==> src/pwx_pkg.sv <==
// Shared constants and types for the pulse-width exposure trigger controller.
package pwx_pkg;

	// ------------------------------------------------------------
	// Clock and timing
	// ------------------------------------------------------------
	localparam int CLK_PERIOD_NS = 8;
	localparam int NS_PER_US     = 1000;
	localparam int CYC_PER_US    = NS_PER_US / CLK_PERIOD_NS;
	localparam int START_DLY_NS  = 380;
	localparam int START_DLY_CYC = (START_DLY_NS + CLK_PERIOD_NS - 1) / CLK_PERIOD_NS;
	localparam int PULSE_MIN_US  = 10;

	// ------------------------------------------------------------
	// Minimum trigger cycle terms, kept in half reference ticks
	// ------------------------------------------------------------
	localparam int MULT_HALF_TICKS = 641;
	localparam int MULT_ONE        = 641;
	localparam int MULT_TWO        = 1282;
	localparam int OFFSET_TICKS    = 12205;
	localparam int REF_FAST_MHZ    = 40;
	localparam int REF_SLOW_MHZ    = 20;
	localparam int TICK_SCALE      = 2;
	localparam int OFFSET_HALF     = OFFSET_TICKS * TICK_SCALE;
	localparam int DEN_FAST        = REF_FAST_MHZ * TICK_SCALE;
	localparam int DEN_SLOW        = REF_SLOW_MHZ * TICK_SCALE;

	// ------------------------------------------------------------
	// Widths
	// ------------------------------------------------------------
	localparam int US_W     = 32;
	localparam int HEIGHT_W = 13;
	localparam int START_W  = 8;
	localparam int TICK_W   = 8;
	localparam int LINE_W   = 16;

	// ------------------------------------------------------------
	// Types
	// ------------------------------------------------------------
	typedef enum logic [1:0] {
		fast_dual_lane_cfg,
		fast_single_lane_cfg,
		slow_dual_lane_cfg,
		slow_single_lane_cfg
	} pwx_link_t;

	typedef enum logic [1:0] {
		exp_idle,
		exp_start,
		exp_run
	} pwx_exp_t;

	typedef struct packed {
		logic                pwc_en;
		logic                overlap_readout;
		pwx_link_t           link;
		logic                vbin_on;
		logic [HEIGHT_W-1:0] height;
	} pwx_cfg_t;

	typedef struct packed {
		logic            exposure_active;
		logic            frame_valid_window;
		logic [US_W-1:0] pulse_width_exposure;
		logic [US_W-1:0] min_cycle_us;
	} pwx_status_t;

endpackage : pwx_pkg

==> src/pwx_trig_ctrl.sv <==
// Trigger acceptance and pulse-width exposure control with readout overlap.
`timescale 1ns/1ps
`default_nettype none

module pwx_trig_ctrl
	import pwx_pkg::*;
#(
	parameter int LINE_NS = 4000
) (
	input  wire logic      sys_clk,
	input  wire logic      srst,
	input  wire logic      trig_in,
	input  wire pwx_cfg_t  cfg,
	output logic           trigger_wait,
	output pwx_status_t    status
);

	localparam int LINE_CYC = LINE_NS / CLK_PERIOD_NS;

	// ------------------------------------------------------------
	// State
	// ------------------------------------------------------------
	typedef struct packed {
		pwx_exp_t           st;
		logic               sync1;
		logic               sync2;
		logic               trig_prev;
		logic [START_W-1:0] start_cnt;
		logic [TICK_W-1:0]  us_cnt;
		logic [LINE_W-1:0]  line_cnt;
		logic [US_W-1:0]    width_us;
		logic [US_W-1:0]    rd_len;
		logic [US_W-1:0]    rd_cnt;
		logic [US_W-1:0]    since_us;
		logic [US_W-1:0]    min_cyc;
		logic               rd_run;
		logic               rd_pend;
		logic               exp_act;
		logic               div_go;
		logic [US_W-1:0]    num;
		logic [US_W-1:0]    den;
	} pwx_core_t;

	localparam pwx_core_t CORE_RST = '{st: exp_idle, default: '0};

	pwx_core_t       q;
	pwx_core_t       d;
	logic            us_tick;
	logic            line_tick;
	logic            rise;
	logic            mask_ok;
	logic            idle_free;
	logic            accept;
	logic            div_done;
	logic [US_W-1:0] div_quo;
	logic [US_W-1:0] mult;
	logic [US_W-1:0] den_sel;

	pwx_udiv #(
		.W (US_W)
	) u_div (
		.sys_clk (sys_clk),
		.srst    (srst),
		.start   (q.div_go),
		.num     (q.num),
		.den     (q.den),
		.done    (div_done),
		.quo     (div_quo)
	);

	// ------------------------------------------------------------
	// Per-line multiplier and reference divisor for the link setting
	// ------------------------------------------------------------
	// The 320.5 term is carried doubled so the arithmetic stays integer.
	always_comb begin
		mult    = US_W'(MULT_HALF_TICKS);
		den_sel = US_W'(DEN_FAST);
		case (cfg.link)
			fast_dual_lane_cfg: begin
				mult = cfg.vbin_on ? US_W'(MULT_ONE * TICK_SCALE)
				                   : US_W'(MULT_HALF_TICKS);
			end
			fast_single_lane_cfg, slow_dual_lane_cfg: begin
				mult = cfg.vbin_on ? US_W'(MULT_TWO * TICK_SCALE)
				                   : US_W'(MULT_ONE * TICK_SCALE);
			end
			slow_single_lane_cfg: begin
				mult    = cfg.vbin_on ? US_W'(MULT_TWO * TICK_SCALE)
				                      : US_W'(MULT_ONE * TICK_SCALE);
				den_sel = US_W'(DEN_SLOW);
			end
			default: begin
				mult = US_W'(MULT_HALF_TICKS);
			end
		endcase
	end

	// ------------------------------------------------------------
	// Acceptance
	// ------------------------------------------------------------
	// One free-running microsecond tick times the exposure end, and the start too unless overlap moves it to the line tick, so each jitters by under its tick.
	assign us_tick   = q.us_cnt == TICK_W'(CYC_PER_US - 1);
	assign line_tick = q.line_cnt == LINE_W'(LINE_CYC - 1);
	assign rise      = q.sync2 & ~q.trig_prev;
	assign mask_ok   = q.since_us >= q.min_cyc;
	assign idle_free = cfg.pwc_en & (q.st == exp_idle) & ~q.rd_pend;
	// Overlap lets the wait rise while the previous frame still reads out.
	assign trigger_wait = cfg.overlap_readout ? idle_free
	                    : idle_free & ~q.rd_run & mask_ok;
	// A trigger seen while wait is low is dropped on the spot, never held.
	assign accept = rise & trigger_wait;

	// ------------------------------------------------------------
	// Next state
	// ------------------------------------------------------------
	always_comb begin
		d           = q;
		d.div_go    = 1'b0;
		d.sync1     = trig_in;
		d.sync2     = q.sync1;
		d.trig_prev = q.sync2;
		d.us_cnt    = us_tick ? '0 : q.us_cnt + TICK_W'(1);
		d.line_cnt  = line_tick ? '0 : q.line_cnt + LINE_W'(1);

		if (us_tick && q.since_us != '1) begin
			d.since_us = q.since_us + US_W'(1);
		end
		if (div_done) begin
			d.rd_len = div_quo;
		end

		// Readout window of the previous exposure.
		if (q.rd_run && us_tick) begin
			if (q.rd_cnt <= US_W'(1)) begin
				d.rd_run = 1'b0;
			end else begin
				d.rd_cnt = q.rd_cnt - US_W'(1);
			end
		end
		if (q.rd_pend && !q.rd_run) begin
			d.rd_run  = 1'b1;
			d.rd_pend = 1'b0;
			d.rd_cnt  = q.rd_len;
			d.min_cyc = q.rd_len + q.width_us;
		end

		case (q.st)
			exp_idle: begin
				if (accept) begin
					d.st        = exp_start;
					d.start_cnt = START_W'(START_DLY_CYC);
					d.since_us  = '0;
					d.width_us  = '0;
					d.div_go    = 1'b1;
					d.num       = (US_W'(cfg.height) + US_W'(1)) * mult
					            + US_W'(OFFSET_HALF);
					d.den       = den_sel;
				end
			end
			exp_start: begin
				if (q.start_cnt != '0) begin
					d.start_cnt = q.start_cnt - START_W'(1);
				end else if (cfg.overlap_readout ? line_tick : us_tick) begin
					d.st      = exp_run;
					d.exp_act = 1'b1;
				end
			end
			exp_run: begin
				if (us_tick) begin
					d.width_us = q.width_us + US_W'(1);
					if (!q.sync2) begin
						d.st      = exp_idle;
						d.exp_act = 1'b0;
						d.rd_pend = 1'b1;
					end
				end
			end
			default: begin
				d.st      = exp_idle;
				d.exp_act = 1'b0;
			end
		endcase
	end

	always_ff @(posedge sys_clk) begin
		if (srst) begin
			q <= CORE_RST;
		end else begin
			q <= d;
		end
	end

	assign status.exposure_active      = q.exp_act;
	assign status.frame_valid_window   = q.rd_run;
	assign status.pulse_width_exposure = q.width_us;
	assign status.min_cycle_us         = q.min_cyc;

	// ------------------------------------------------------------
	// Assertion helpers
	// ------------------------------------------------------------
	// Kept apart from the core state so that synthesis drops them as a whole.
	typedef struct packed {
		logic [US_W-1:0] num;
		logic [US_W-1:0] den;
		logic [US_W-1:0] rd_ticks;
		logic [US_W-1:0] rd_load;
	} pwx_chk_t;

	pwx_chk_t chk_q;
	pwx_chk_t chk_d;

	// The readout window is counted here independently of the countdown in the core.
	always_comb begin
		chk_d = chk_q;
		if (q.div_go) begin
			chk_d.num = q.num;
			chk_d.den = q.den;
		end
		if (!q.rd_run) begin
			chk_d.rd_ticks = '0;
		end else if (us_tick) begin
			chk_d.rd_ticks = chk_q.rd_ticks + US_W'(1);
		end
		if (q.rd_pend && !q.rd_run) begin
			chk_d.rd_load = q.rd_len;
		end
	end

	always_ff @(posedge sys_clk) begin
		if (srst) begin
			chk_q <= '0;
		end else begin
			chk_q <= chk_d;
		end
	end
endmodule : pwx_trig_ctrl

`default_nettype wire

==> src/pwx_udiv.sv <==
// Sequential restoring divider, one quotient bit per clock.
`timescale 1ns/1ps
`default_nettype none

module pwx_udiv #(
	parameter int W = 32
) (
	input  wire logic         sys_clk,
	input  wire logic         srst,
	input  wire logic         start,
	input  wire logic [W-1:0] num,
	input  wire logic [W-1:0] den,
	output logic              done,
	output logic [W-1:0]      quo
);

	localparam int CNT_W = $clog2(W) + 1;

	typedef struct packed {
		logic             busy;
		logic             done;
		logic [CNT_W-1:0] cnt;
		logic [W:0]       rem;
		logic [W-1:0]     qr;
		logic [W-1:0]     den;
	} pwx_div_st_t;

	pwx_div_st_t q;
	pwx_div_st_t d;

	// ------------------------------------------------------------
	// Next state
	// ------------------------------------------------------------
	always_comb begin
		logic [W:0] trial;
		trial  = '0;
		d      = q;
		d.done = 1'b0;
		if (start) begin
			d.busy = 1'b1;
			d.cnt  = CNT_W'(W);
			d.rem  = '0;
			d.qr   = num;
			d.den  = den;
		end else if (q.busy) begin
			trial = {q.rem[W-1:0], q.qr[W-1]};
			if (trial >= {1'b0, q.den}) begin
				d.rem = trial - {1'b0, q.den};
				d.qr  = {q.qr[W-2:0], 1'b1};
			end else begin
				d.rem = trial;
				d.qr  = {q.qr[W-2:0], 1'b0};
			end
			d.cnt = q.cnt - CNT_W'(1);
			if (q.cnt == CNT_W'(1)) begin
				d.busy = 1'b0;
				d.done = 1'b1;
			end
		end
	end

	always_ff @(posedge sys_clk) begin
		if (srst) begin
			q <= '0;
		end else begin
			q <= d;
		end
	end

	assign done = q.done;
	assign quo  = q.qr;

endmodule : pwx_udiv

`default_nettype wire

==> config.mk <==
export PLATFORM = sky130hd
export DESIGN_NAME = pwx_trig_ctrl
export DESIGN_NICKNAME = d
export VERILOG_FILES = /design/src/pwx_pkg.sv /design/src/pwx_trig_ctrl.sv /design/src/pwx_udiv.sv
export SDC_FILE = /design/constraint.sdc
export NUM_CORES = 1
export LEC_CHECK = 0
export BUFFER_PORTS_ARGS = -buffer_cell sky130_fd_sc_hd__buf_2
export CORE_MARGIN = 4
export CORE_UTILIZATION = 45
export DETAILED_ROUTE_END_ITERATION = 16
export GPL_ROUTABILITY_DRIVEN = 0
export SKIP_LAST_GASP = 1
export SYNTH_ARGS = -nofsm -noshare
export SYNTH_HDL_FRONTEND = slang
export SYNTH_SLANG_ARGS = --single-unit
==> constraint.sdc <==
create_clock -name sys_clk -period 10.17 [get_ports sys_clk]
set_input_delay 2.034 -clock sys_clk [delete_from_list [all_inputs] [get_ports sys_clk]]
set_output_delay 2.034 -clock sys_clk [all_outputs]
set_load 0.05 [all_outputs]
== Word-level counts from Yosys, hierarchy flattened ==
Cells that the tools add are included.
W data, S select, Z words.
Storage, ports and cells
  output and inout bits: 67
  register bits: 370
  input port bits: 21
  logic and storage cells: 131
Cells by class
  mux-type cells: 39
  bitwise operators: 11
  $add $sub $neg: 11
  reduce and logical (&&, ||, !) cells: 25
  order comparisons: 3
  multiply operators: 1
  equal/unequal tests: 16
Operators with widths (count)
  $mux W32: 8
  $mux W65: 2
  $pmux W32 S2: 2
  $mux W73: 1
  $mux W71: 1
  $add A32 B1 Y32 const B: 2
  $ge A33 B32 Y1: 1
  $sub A33 B32 Y33: 1
  $add A32 B15 Y32 const B: 1
  $add A32 B32 Y32: 1
  $ge A32 B32 Y1: 1
  $le A32 B1 Y1 const B: 1
  $mul A14 B32 Y32: 1
  $ne A32 B32 Y1 const B: 1
  $sub A32 B1 Y32 const B: 1
  $mux W2: 9
  $add A16 B1 Y16 const B: 1
  $eq A16 B9 Y1 const B: 1
  $mux W8: 2
  $pmux W8 S2: 1
  $add A13 B1 Y14 const B: 1
  $mux W12: 1
  $ne A2 B2 Y1 const B: 6
  $mux W11: 1
  24 further kinds: 58

== Logic depth before layout (Yosys ltp) ==
  depth in word-level cells: 9
  depth in mapped cells: 27

== By module ==
From an unflattened synthesis, not the netlist that was laid out.
Unflattened totals
  cell total of the unflattened synthesis: 2826
  area, all modules: 23638.9 sq um
By module, submodules not included
  pwx_trig_ctrl: cells an instance 2030, times used 1, area an instance 17147.7 sq um
  pwx_udiv: cells an instance 796, times used 1, area an instance 6491.2 sq um

== Worst setup path after synthesis ==
OpenSTA, ideal clock, no wires.
  path type: input to register
  from: input cfg[4] in the netlist's numbering
  to: register q[58] in the netlist's numbering
  arrival: 7.929 ns
  path buffers: 0
  slack: 2.119 ns
  stages on the path: 26
  library setup time: 0.122 ns
  cells stage by stage: and3_1 > and3_1 > nand2_1 > nor2_1 > nand3_1 > xnor2_1 > nand2_1 > inv_1 > fa_1 > ha_1 > inv_1 > fa_1 > fa_1 > inv_1 > fa_1 > fa_1 > ha_1 > a21o_1 > a21oi_1 > o21ai_0 > and4b_1 > a211oi_1 > a31oi_1 > o21ai_0 > nor4b_1 > a221o_1
Between the ends
  longest elaborated chain between the ends: 3
Ends and longest elaborated chain
  start, declared: RTL line pwx_trig_ctrl.sv:13  | input wire pwx_cfg_t cfg,
  $add A13 B1 Y14: RTL line pwx_trig_ctrl.sv:155  | d.num = (US_W'(cfg.height) + US_W'(1)) * mult
  $mul A14 B32 Y32: RTL line pwx_trig_ctrl.sv:155
  $add A32 B15 Y32: RTL line pwx_trig_ctrl.sv:156  | + US_W'(OFFSET_HALF);
  end signal, assigned: RTL line pwx_trig_ctrl.sv:187  | q <= CORE_RST;
  end signal, assigned: RTL line pwx_trig_ctrl.sv:189  | q <= d;
  end, declared: RTL line pwx_trig_ctrl.sv:46  | pwx_core_t q;
No other way between the ends.
A chain may end at the register's enable or synchronous reset.

== Worst setup path in the final report ==
  from: input cfg[2] in the netlist's numbering
  to: register q[58] in the netlist's numbering
Same word-level chain as after synthesis.

==> flow_metrics.env <==
export IMPL_outcome="finished, final reports clean"
export IMPL_coreArea_um2=45700
export IMPL_dr_first_iter_drc_count=1031
export IMPL_hold_buffers=0
export IMPL_cap_violations=0
export IMPL_power_leakage_nw=9.85
export IMPL_synthesis_nets=2802
export IMPL_critPathKind="input port to flop"
export IMPL_min_to="q[39]"
export IMPL_synth_cell_type_count=69
export IMPL_overflow=0
export IMPL_peakVddDrop_v=0.000147
export IMPL_syn2layout_area_growth_pct=7.92
export IMPL_worstPathArrival_ns=8.80
export IMPL_clock_latency_ns=0.55
export IMPL_rr_endpoint="status[42]"
export IMPL_cts_sinks=306
export IMPL_initial_core_util=0.457
export IMPL_synth_edf_count=0
export IMPL_slew_headroom=0.242
export IMPL_reg2reg_slack_ns=5.93
export IMPL_finalNetCount=2773
export IMPL_clk_pin_slew_ns=0.05
export IMPL_synth_seq_cells=306
export IMPL_max_freq_mhz=119
export IMPL_ys_flop_type="dfxtp_1"
export IMPL_worstMarginPinSlew_ns=1.14
export IMPL_clockRootBuffer="clkbuf_16"
export IMPL_drc=0
export IMPL_io_pins=88
export IMPL_synthCells=2504
export IMPL_avgViaCountPerCell=5.44
export IMPL_holdPathStages=2
export IMPL_crit_top_cell="fa_1"
export IMPL_crit_path_end_kind="flop"
export IMPL_drv_slew=0
export IMPL_setup_viol=0
export IMPL_cts_tree="done"
export IMPL_clockBufferDepth=3
export IMPL_yosysSeqAreaShare=0.293
export IMPL_dieHeight_um=223
export IMPL_fill_cells=4425
export IMPL_diodes=0
export IMPL_grt_pass1_wl_um=87100
export IMPL_ant_nets=0
export IMPL_synth_area_per_cell_um2=8.34
export IMPL_rr_startpoint="status[11]"
export IMPL_final_cell_mix="nor2_1, dfxtp_1, inv_1"
export IMPL_dr_pass1_iters=7
export IMPL_power_density_nw_per_um2=169
export IMPL_yosysTopAreaCell="dfxtp_1"
export IMPL_yosys_warnings=0
export IMPL_cts_buffers=36
export IMPL_fin_cells=3099
export IMPL_async_flop_share=0
export IMPL_dpl_hpwl_um=40800
export IMPL_cpPeakStageDelay_ns=0.54
export IMPL_grt_start_max_net_pins=93
export IMPL_ys_top_cells_by_area="dfxtp_1, ha_1, fa_1"
export IMPL_post_cts_buffers=0
export IMPL_cts_htree_levels=2
export IMPL_final_common_cell="nor2_1"
export IMPL_finalSetupTns_ns=0
export IMPL_fin_crit_sh=0.825
export IMPL_start_kind="input port"
export IMPL_hold_viol=0
export IMPL_skew_ns=0.0220
export IMPL_wire_per_inst_um=17.2
export IMPL_required_ns=10.58
export IMPL_drive_above_1_share=0.0744
export IMPL_rsz0062_at_grt="false"
export IMPL_worstRegToRegCells=12
export IMPL_die_area_um2=49900
export IMPL_via_count=16900
export IMPL_cts_resized=0
export IMPL_grt_antenna_before_repair=1
export IMPL_min_path_type="flop to flop"
export IMPL_num_rows=78
export IMPL_grt_usage=0.211
export IMPL_portBuffers=87
export IMPL_syn_area_um2=20900
export IMPL_synth_top_area_frac=0.293
export IMPL_min_from="q[39]"
export IMPL_finalWirelength_um=53200
export IMPL_path_max_fanout=6
export IMPL_dp_cells=3037
export IMPL_die_width_um=223
export IMPL_slowest_stage="fa_1"
export IMPL_grt_pass1_vias=16300
export IMPL_period_needed_ns=8.39
-- state kept, by name, indices dropped and copies added (netlist names) --
| register | count |
|---|---|
| q | 164 |
| status | 66 |
| u_div.q | 41 |
| u_div.quo | 32 |
| d | 2 |
| u_div.done | 1 |
-- metrics by stage --
step / util / total power, mW / instance area [µm²] / hold slack, ns / worst slack (ns)
3_3_place_gp: 0.467 / 2.48 / 21300 / 0.441 / 1.53
5_1_grt: 0.494 / 4.07 / 22500 / 0.472 / 1.32
2_1_floorplan: - / 2.18 / 20900 / 0.414 / 2.12
6_report: 0.494 / 3.80 / 22500 / 0.456 / 1.78
3_5_place_dp: 0.467 / 2.49 / 21300 / 0.449 / 1.32
4_1_cts: 0.494 / 3.85 / 22500 / 0.456 / 1.88
-- cell type report --
cell class / count / area (µm²) / share of cell area
clock buffers: 51 / 1060 / 0.0470
clock inverters: 11 / 164 / 0.00727
inverters: 219 / 822 / 0.0365
multi-input cells: 1814 / 13100 / 0.581
flip-flops and latches: 306 / 6130 / 0.272
well taps: 600 / 751 / 0.0333
repair buffers: 98 / 524 / 0.0233
-- critical path, delay by kind of cell --
family / cells / cell delay (ns)
adder cells (fa/ha/maj): 7 / 3.16
AO/OA/AOI/OAI: 7 / 1.65
AND/OR/NAND/NOR: 8 / 1.33
buffers and inverters: 4 / 0.33
XOR/XNOR: 1 / 0.30
-- worst max-delay path by stage --
stage,to,startpoint,depth (start not counted),slack [ns]
after floorplan,q[58],cfg[4],26,2.12
after global placement,q[58],cfg[2],27,1.53
after detailed placement,q[58],cfg[2],27,1.32
after CTS,q[58],cfg[3],27,1.88
after global routing,q[58],cfg[2],27,1.32
final,q[58],cfg[2],27,1.78
-- layer usage --
metal,up-vias,routed length [µm],GRT usage
met2,337,24800,0.354
met3,74,2320,0.0312
li1,8441,-,-
met5,-,0,0
met4,0,1570,0.0634
met1,8015,24500,0.283
-- where the power goes --
group | switching [mW] | internal (mW)
logic | 0.734 | 0.474
clock network | 0.513 | 0.825
registers | 0.0254 | 1.23
-- synth_stat cells (all sizes together), types with 26 or more instances --
cell,number
nand2b,26
nor2b,29
nor2,357
fa,72
inv,219
clkbuf,78
nand3,60
a21o,38
nand2,138
a21oi,179
mux2i,86
xor2,68
a211oi,44
xnor2,87
dfxtp,306
ha,205
buf,87
or3,32
o21ai,73
nand4,36
nor3,52
-- logic make-up after synthesis --
kind of cell             after synthesis  share of synthesized area
buffers and inverters                384                     0.0812
AO/OA/AOI/OAI                        441                      0.131
multiplexers                          86                     0.0412
AND/OR/NAND/NOR                      855                      0.196
XOR/XNOR                             155                     0.0650
adder cells (fa/ha/maj)              277                      0.192
flip-flops                           306                      0.293
Note: power is estimated with default switching activity, not from simulation.
